[config.mk]
export PLATFORM = sky130hd
export DESIGN_NAME = iwd_decoder
export DESIGN_NICKNAME = d
export VERILOG_FILES = /design/src/iwd_pkg.sv /design/src/iwd_field_split.sv /design/src/iwd_decoder.sv
export SDC_FILE = /design/constraint.sdc
export NUM_CORES = 1
export LEC_CHECK = 0
export ABC_AREA = 1
export BUFFER_PORTS_ARGS = -buffer_cell sky130_fd_sc_hd__buf_2
export CORE_MARGIN = 2
export CORE_UTILIZATION = 55
export DETAILED_ROUTE_END_ITERATION = 10
export GPL_ROUTABILITY_DRIVEN = 0
export GPL_TIMING_DRIVEN = 0
export PLACE_DENSITY = 0.85
export SLEW_MARGIN = 30
export SYNTH_ARGS = -nofsm -noshare
export SYNTH_HDL_FRONTEND = slang
export SYNTH_SLANG_ARGS = --single-unit
[constraint.sdc]
create_clock -name clk_sys -period 5.63 [get_ports clk_sys]
set_input_delay 0 -clock clk_sys [delete_from_list [all_inputs] [get_ports clk_sys]]
set_output_delay 0 -clock clk_sys [all_outputs]
set_load 0.05 [all_outputs]
[src/iwd_pkg.sv]
package iwd_pkg;
    localparam int WORD_W       = 14;
    localparam int FADDR_W      = 7;
    localparam int BITNUM_W     = 3;
    localparam int LIT8_W       = 8;
    localparam int LIT11_W      = 11;
    localparam int QPHASES      = 4;
    localparam int PHASE_W      = 2;
    // field positions
    localparam int POS_FADDR    = 0;
    localparam int POS_DEST     = 7;
    localparam int POS_BITNUM   = 7;
    localparam int POS_CLASS    = 12;
    localparam int POS_BYTEOP   = 8;
    localparam int POS_BITOP    = 10;
    localparam int POS_LITSUB   = 8;
    localparam int POS_JMPSEL   = 11;
    // reset values
    localparam logic [13:0] RST_WORD = 14'h0000;
    localparam logic [1:0]  RST_Q    = 2'h0;

    typedef enum {
        IWD_C_NONE, IWD_C_BYTE, IWD_C_BIT, IWD_C_LIT, IWD_C_CTRL
    } iwd_class_e;

    typedef enum {
        IWD_OP_NOP, IWD_OP_ALU, IWD_OP_MOVWF, IWD_OP_CLR, IWD_OP_SKIPDEC, IWD_OP_BCF, IWD_OP_BSF,
        IWD_OP_BTFSC, IWD_OP_BTFSS, IWD_OP_LITALU, IWD_OP_CALL, IWD_OP_GOTO, IWD_OP_RETURN,
        IWD_OP_RETFIE, IWD_OP_RETLW, IWD_OP_SLEEP, IWD_OP_CLRWDT, IWD_OP_OPTLOAD,
        IWD_OP_TRISLOAD, IWD_OP_RESERVED
    } iwd_op_e;

    typedef struct packed {
        logic        valid;
        logic [3:0]  sub;
        logic [6:0]  faddr;
        logic        to_file;
        logic        to_acc;
        logic [2:0]  bitnum;
        logic [7:0]  bitmask;
        logic [10:0] literal;
        logic        lit_long;
        logic        may_skip;
        logic        pc_change;
        logic        reserved;
        logic        legacy;
    } iwd_dec_s;
endpackage

[src/iwd_field_split.sv]
`timescale 1ns/100ps
`default_nettype none
module iwd_field_split
    import iwd_pkg::*;
(
    // instruction in
    input  wire logic [13:0] word,
    // decoded fields out
    output iwd_dec_s         dec,
    output iwd_op_e          op
);
    function automatic logic [7:0] bit_onehot(input logic [2:0] n);
        bit_onehot = 8'h01 << n;
    endfunction

    logic [1:0] cls;
    assign cls = word[POS_CLASS +: 2];

    always_comb begin
        dec          = '0;
        op           = IWD_OP_RESERVED;
        dec.valid    = 1'b1;
        dec.faddr    = word[POS_FADDR +: FADDR_W];
        dec.bitnum   = word[POS_BITNUM +: BITNUM_W];
        dec.bitmask  = bit_onehot(word[POS_BITNUM +: BITNUM_W]);
        dec.literal  = {3'h0, word[0 +: LIT8_W]};
        case (cls)
            2'h0: begin
                dec.sub = word[POS_BYTEOP +: 4];
                dec.to_file = word[POS_DEST];
                dec.to_acc  = ~word[POS_DEST];
                op = IWD_OP_ALU;
                case (word[POS_BYTEOP +: 4])
                    4'h0: begin
                        dec.to_acc  = 1'b0;
                        dec.to_file = word[POS_DEST];
                        if (word[POS_DEST]) begin
                            op = IWD_OP_MOVWF;
                        end else if (word[4:0] == 5'h00) begin
                            op = IWD_OP_NOP; // bits 6:5 ignored
                        end else if (word[6:0] == 7'h08) begin
                            op = IWD_OP_RETURN;
                        end else if (word[6:0] == 7'h09) begin
                            op = IWD_OP_RETFIE;
                        end else if (word[6:0] == 7'h62) begin
                            op = IWD_OP_OPTLOAD;
                        end else if (word[6:0] == 7'h63) begin
                            op = IWD_OP_SLEEP;
                        end else if (word[6:0] == 7'h64) begin
                            op = IWD_OP_CLRWDT;
                        end else if (word[6:3] == 4'hC && word[2:0] >= 3'h5) begin
                            op = IWD_OP_TRISLOAD;
                        end else begin
                            op = IWD_OP_RESERVED;
                        end
                    end
                    4'h1: begin
                        op = IWD_OP_CLR; // clrw ignores bits 6:0
                    end
                    4'hB, 4'hF: begin
                        op = IWD_OP_SKIPDEC;
                    end
                    default: op = IWD_OP_ALU;
                endcase
            end
            2'h1: begin
                dec.sub     = {2'h0, word[POS_BITOP +: 2]};
                dec.to_file = ~word[POS_BITOP + 1];
                case (word[POS_BITOP +: 2])
                    2'h0:    op = IWD_OP_BCF;
                    2'h1:    op = IWD_OP_BSF;
                    2'h2:    op = IWD_OP_BTFSC;
                    default: op = IWD_OP_BTFSS;
                endcase
            end
            2'h2: begin
                dec.literal  = word[0 +: LIT11_W];
                dec.lit_long = 1'b1;
                op = word[POS_JMPSEL] ? IWD_OP_GOTO : IWD_OP_CALL;
            end
            default: begin
                dec.sub    = word[POS_LITSUB +: 4];
                dec.to_acc = 1'b1;
                // x bits of movlw, retlw, addlw, sublw folded
                casez (word[POS_LITSUB +: 4])
                    4'b00??: op = IWD_OP_LITALU;
                    4'b01??: op = IWD_OP_RETLW;
                    4'b1000, 4'b1001, 4'b1010, 4'b110?, 4'b111?: op = IWD_OP_LITALU;
                    default: begin
                        op = IWD_OP_RESERVED;
                        dec.to_acc = 1'b0;
                    end
                endcase
            end
        endcase
        dec.may_skip  = (op == IWD_OP_SKIPDEC) || (op == IWD_OP_BTFSC) || (op == IWD_OP_BTFSS);
        dec.pc_change = (op == IWD_OP_CALL) || (op == IWD_OP_GOTO) || (op == IWD_OP_RETURN) ||
                        (op == IWD_OP_RETFIE) || (op == IWD_OP_RETLW) ||
                        (dec.to_file && dec.faddr == 7'h02 && op != IWD_OP_BTFSC && op != IWD_OP_BTFSS);
        dec.reserved  = (op == IWD_OP_RESERVED);
        dec.legacy    = (op == IWD_OP_OPTLOAD) || (op == IWD_OP_TRISLOAD);
    end
endmodule
`default_nettype wire

[src/iwd_decoder.sv]
// Contract
// - each instruction is one 14-bit word: opcode plus operand fields
// - byte ops: dest bit 0 writes accumulator, 1 writes file register
// - file address field spans register addresses 0x00 to 0x7F
// - bit ops: bit number selects one of eight file register bits
// - literal field is eight or eleven bits depending on instruction
// - don't-care bits decode identically; software fills them with zero; the code folds them in op only, while sub and faddr still carry them
// - one instruction cycle per instruction unless skip or pc change
// - skip taken or pc changed: two cycles, second executes as no-op
// - an instruction cycle is exactly four oscillator periods
`timescale 1ns/100ps
`default_nettype none
module iwd_decoder
    import iwd_pkg::*;
#(
    parameter int WIDTH = WORD_W
) (
    // clock and reset
    input  wire logic        clk_sys,
    input  wire logic        srst,
    // program memory
    input  wire logic [13:0] fetch_word,
    output logic             fetch_strobe,
    output logic             fetch_redirect,
    // execution feedback
    input  wire logic        skip_true,
    // decoded instruction
    output iwd_dec_s         exec_dec,
    output iwd_op_e          exec_op,
    output logic             exec_strobe,
    output logic             exec_flush,
    output logic [1:0]       q_phase
);
    // the field split is fixed to the 14-bit word layout
    if (WIDTH != WORD_W) begin : g_width_chk
        $error("instruction width must be 14");
    end

    logic [1:0]  q;
    logic [13:0] cur_word;
    logic        flush_cyc;
    logic        strobe;
    logic        fetch_s;
    logic        redir;
    iwd_dec_s    dec_r;
    iwd_op_e     op_r;
    logic [1:0]  next_q;
    logic [13:0] next_cur_word;
    logic        next_flush_cyc;
    logic        next_strobe;
    logic        next_fetch_s;
    logic        next_redir;
    iwd_dec_s    next_dec_r;
    iwd_op_e     next_op_r;
    iwd_dec_s    dec_w;
    iwd_op_e     op_w;
    logic        cyc_end;
    logic        two_cyc;

    iwd_field_split u_split (
        .word (cur_word),
        .dec  (dec_w),
        .op   (op_w)
    );

    assign cyc_end = (q == 2'(QPHASES - 1));
    // skip result arrives from execution before the cycle ends
    assign two_cyc = !flush_cyc && (dec_w.pc_change || (dec_w.may_skip && skip_true));

    always_comb begin
        next_q         = cyc_end ? RST_Q : q + 2'h1;
        next_cur_word  = cur_word;
        next_flush_cyc = flush_cyc;
        next_strobe    = 1'b0;
        next_fetch_s   = 1'b0;
        next_redir     = 1'b0;
        next_dec_r     = dec_r;
        next_op_r      = op_r;
        if (q == RST_Q) begin
            next_fetch_s = 1'b1;
        end
        if (cyc_end) begin
            next_strobe   = 1'b1;
            if (flush_cyc) begin
                // no-op slot: outputs show a nop, not the stale word
                next_dec_r         = '0;
                next_dec_r.bitmask = 8'h01;
                next_op_r      = IWD_OP_NOP;
                next_flush_cyc = 1'b0;
                next_cur_word  = fetch_word;
            end else begin
                next_dec_r = dec_w;
                next_op_r  = op_w;
                if (two_cyc) begin
                    next_flush_cyc = 1'b1;
                    next_redir     = 1'b1;
                    next_cur_word  = RST_WORD;
                end else begin
                    next_cur_word = fetch_word;
                end
            end
        end
    end

    always_ff @(posedge clk_sys) begin
        if (srst) begin
            q         <= RST_Q;
            cur_word  <= RST_WORD;
            flush_cyc <= 1'b1;
            strobe    <= 1'b0;
            fetch_s   <= 1'b0;
            redir     <= 1'b0;
            dec_r     <= '0;
            op_r      <= IWD_OP_NOP;
        end else begin
            q         <= next_q;
            cur_word  <= next_cur_word;
            flush_cyc <= next_flush_cyc;
            strobe    <= next_strobe;
            fetch_s   <= next_fetch_s;
            redir     <= next_redir;
            dec_r     <= next_dec_r;
            op_r      <= next_op_r;
        end
    end

    assign exec_dec       = dec_r;
    assign exec_op        = op_r;
    assign exec_strobe    = strobe;
    assign exec_flush     = redir;
    assign fetch_strobe   = fetch_s;
    assign fetch_redirect = redir;
    assign q_phase        = q;

    a_phase_wrap: assert property (@(posedge clk_sys) disable iff (srst)
        strobe |-> ##4 strobe)
        else $error("instruction cycle not four periods");
    a_strobe_gap: assert property (@(posedge clk_sys) disable iff (srst)
        strobe |=> !strobe [*3])
        else $error("strobe repeats inside a cycle");
    a_flush_nop: assert property (@(posedge clk_sys) disable iff (srst)
        redir |-> ##4 (strobe && op_r == IWD_OP_NOP))
        else $error("second cycle not a no-op");
    a_redir_cause: assert property (@(posedge clk_sys) disable iff (srst)
        redir |-> strobe && (dec_r.pc_change || dec_r.may_skip))
        else $error("redirect without two-cycle instruction");
    a_dest_acc: assert property (@(posedge clk_sys) disable iff (srst)
        (strobe && op_r == IWD_OP_ALU) |-> (dec_r.to_acc != dec_r.to_file))
        else $error("byte op destination ambiguous");
    a_single_cyc: assert property (@(posedge clk_sys) disable iff (srst)
        (strobe && !dec_r.pc_change && !dec_r.may_skip && op_r != IWD_OP_NOP) |-> !redir)
        else $error("plain instruction took two cycles");
    a_bit_mask: assert property (@(posedge clk_sys) disable iff (srst)
        strobe |-> $onehot(dec_r.bitmask))
        else $error("bit select not one-hot");
    a_lit_width: assert property (@(posedge clk_sys) disable iff (srst)
        (strobe && !dec_r.lit_long) |-> (dec_r.literal[10:8] == 3'h0))
        else $error("short literal wider than eight bits");
    a_dont_care: assert property (@(posedge clk_sys) disable iff (srst)
        (strobe && op_r == IWD_OP_RETLW) |-> dec_r.to_acc)
        else $error("don't-care bits changed decode");

    c_goto:  cover property (@(posedge clk_sys) strobe && op_r == IWD_OP_GOTO);
    c_skip:  cover property (@(posedge clk_sys) redir && dec_r.may_skip);
    c_movwf: cover property (@(posedge clk_sys) strobe && op_r == IWD_OP_MOVWF);
    c_back:  cover property (@(posedge clk_sys) strobe && op_r == IWD_OP_ALU ##4 strobe && op_r == IWD_OP_ALU);
endmodule
`default_nettype wire

==> flow_metrics.py <==
metrics = {
    "worst_setup_path": {
        "worstSetupPathType": "reg -> reg",
        "critical_path.max_fanout": 10,
        "critPathBufInv": 2,
        "start_kind": "register",
        "critical_path.top_delay_family": "simple AND/OR/NAND/NOR gates",
        "crit_arrival_ns": 2.73,
        "crit_path_end_kind": "register",
        "worstPathRequired_ns": 5.86,
        "crit_chain": "inv_1, ha_1, a21oi_1, nand2_2, nor2_4, nand2_2, o21a_1, nand2_1, nor2_1, nand3_2, nand3_2, nand2_2, nand2_4, buf_6, nand3b_1, nand2_1",
        "crit_top_cell": "nand2_2",
        "cpPeakStageDelay_ns": 0.53,
        "critPathSlowestCell": "dfxtp_1",
    },
    "global_route": {
        "antenna_found_initial": 0,
        "grt_pass1_wl_um": 11900,
        "use_met3_pct": 5.81,
        "met1_usage_pct": 28.6,
        "grt_util_all_layers_pct": 24.7,
        "grt_max_degree": 11,
        "grt_busiest_layer": "met2",
        "grt_use_met2_pct": 42.7,
        "grt_pass1_vias": 2654,
        "grt_overflow": 0,
    },
    "timing": {
        "hold_viol_final": 0,
        "tns_ns": 0,
        "layout_min_cycle_time_ns": 2.50,
        "final_max_slew_viol_count": 0,
        "maxSlewHeadroom_pct": 56.8,
        "skew_ns": 0.00947,
        "rsz0062_at_grt": "false",
        "whs_ns": 0.0212,
        "fin_ws_ns": 3.13,
        "fmax_mhz": 399,
        "tightest_slew_ns": 0.648,
        "timing.final.crit_share_pct": 44.5,
        "setup_viol": 0,
    },
    "min_path": {
        "holdCritPathClass": "in -> reg",
    },
    "status": {
        "status": "finished, final reports clean",
    },
    "synth": {
        "ys_ff_latch": 58,
        "synth_area_per_cell_um2": 7.42,
        "syn_area_mm2": 0.00301,
        "syn_inst": 405,
        "ys_warn_count": 0,
        "synth.area.top_cells": "dfxtp_1, nand2_1, buf_4",
        "synth_top_cell_by_area": "dfxtp_1",
        "yosysUniqueCellTypes": 28,
        "yosysTopAreaCellShare_pct": 38.6,
        "seq_area_frac_synth_pct": 38.6,
    },
    "cells_and_area": {
        "fill_cells": 430,
        "area_delta_synth_final_pct": 29.9,
        "num_antenna_cells": 0,
        "final_nets": 553,
        "layout.area.seq_mm2": 0.00116,
        "layout-drive-gt1-share_pct": 27.6,
        "postLayoutCoreUtil_pct": 75.0,
        "multi_input_area_mm2": 0.00146,
        "stdcell_area_mm2": 0.00391,
    },
    "run": {
        "max_cap_violations": 0,
    },
    "routing": {
        "drt_iter0_drc": 154,
        "drtAntennaViolNets": 0,
        "viasPerCell": 4.83,
        "drc": 0,
        "vias": 2894,
        "dr.pass1.iters": 4,
        "wire_per_inst_um": 12.3,
        "wl_um": 7380,
    },
    "floorplanning": {
        "core-area_mm2": 0.00520,
        "io_pins": 96,
        "die_h_um": 77.9,
        "rows": 26,
        "dieArea_mm2": 0.00607,
        "die-width_um": 77.9,
        "start_util_pct": 57.8,
    },
    "cts": {
        "ctsHoldBuffers": 14,
        "clock_latency_ns": 0.34,
        "cts_buffers": 9,
        "clock_sinks": 58,
        "cts_setup_buffers": 0,
        "clk_path_buf_depth": 2,
        "clk_pin_slew_ns": 0.07,
        "clockRootBuffer": "clkbuf_8",
        "h-tree-depth": 3,
        "tritoncts": "done",
        "postCtsResizedCells": 0,
    },
    "place": {
        "dpl_worst_slack_ns": 3.20,
        "placed_area_mm2": 0.00353,
        "hpwl_um": 5300,
        "portBuffers": 68,
    },
    "power_and_ir_drop": {
        "p_per_area_mw_per_mm2": 272,
        "total_leakage_power_nw": 2.09,
        "vdd_ir_drop_max_mv": 0.166,
    },
}
[where the power goes]
part	leakage (nW)	internal [mW]	switching (mW)	total (mW)
sequential	0.469	0.419	0.00886	0.428
clock	0.120	0.292	0.160	0.452
combinational	1.50	0.0544	0.127	0.182
total	2.09	0.765	0.296	1.06
[routing by layer]
layer	routed length [um]	part of all wire (%)
met5	0	0
met3	588	8.0
met2	3520	48
met1	3060	41
met4	221	3.0
[state kept, by name (all words and copies together), names as in the netlist]
signal        count
flush_cyc         1
exec_flush        1
cur_word         14
exec_dec         33
fetch_strobe      1
exec_strobe       1
exec_op           5
q_phase           2
[path summary, 6_finish.rpt]
kind | depth (start not counted) | slack, ns | startpoint | end
worst max-delay path | 16 | 3.13 | cur_word[11] | cur_word[13]
worst min-delay path | 4 | 0.02 | fetch_word[1] | cur_word[1]
worst max register to register | 16 | 3.13 | cur_word[11] | cur_word[13]
worst min register to register | 2 | 0.45 | exec_op[0] | exec_op[0]
[cell type report]
type / count / area share (%)
inverters: 40 / 3.84
well taps: 70 / 2.24
flip-flops and latches: 58 / 29.7
plain buffers: 47 / 8.55
clock inverters: 6 / 2.69
repair buffers: 82 / 12.3
multi-input cells: 286 / 37.4
clock buffers: 10 / 3.27
[through the flow]
stage	instances	total power, mW
global placement	569	0.602
floorplan	431	0.575
global route	599	1.10
detailed placement	569	0.607
finish	599	1.06
CTS	599	1.06
[synth_stat cells]
library cell,count
o31ai_1,2
o21a_1,1
nand2_2,9
nand3_4,1
buf_4,36
ha_1,12
a32o_1,5
nor3_1,3
nand4_1,1
nand2_1,121
a22o_1,1
nor2_2,6
nand3b_1,14
inv_2,2
clkbuf_1,8
conb_1,1
nand2_4,1
a21oi_1,11
inv_1,38
o41ai_1,3
nand3_1,13
nand3_2,4
nor2_1,22
dfxtp_1,58
nor2_4,1
o21ai_0,27
buf_6,3
a22oi_1,1
[worst reg2reg max path, cell delays in order (launching register included)]
cell and delay (ns):
dfxtp_1 0.53, inv_1 0.17, ha_1 0.28, a21oi_1 0.18, nand2_2 0.11, nor2_4 0.12, nand2_2 0.09, o21a_1 0.16
nand2_1 0.08, nor2_1 0.05, nand3_2 0.09, nand3_2 0.07, nand2_2 0.11, nand2_4 0.09, buf_6 0.15, nand3b_1 0.08
nand2_1 0.06
[kinds of logic (layout without fill, tap and decap cells)]
kind of cell             count (synthesis)  after routing  share of synthesized area, %
AND/OR/NAND/NOR                        196            196                          30.0
adder cells (fa/ha/maj)                 12             12                          4.99
flip-flops                              58             58                          38.6
buffers and inverters                   87            185                          16.1
AO/OA/AOI/OAI                           51             51                          10.2
other                                    1             27                         0.125
[placed cells by master, fill, tap and decap left out, drive strengths merged]
master,n
nand2,131
buf,107
a21oi,11
nand3b,14
ha,12
bufinv,3
dfxtp,58
a22o,1
conb,27
a22oi,1
clkinv,3
a32o,5
nor3,3
o31ai,2
clkbuf,18
o41ai,3
nor2,29
dlygate4sd3,14
nand3,18
o21a,1
nand4,1
inv,40
o21ai,27
Power figures use the tool's default switching activity.
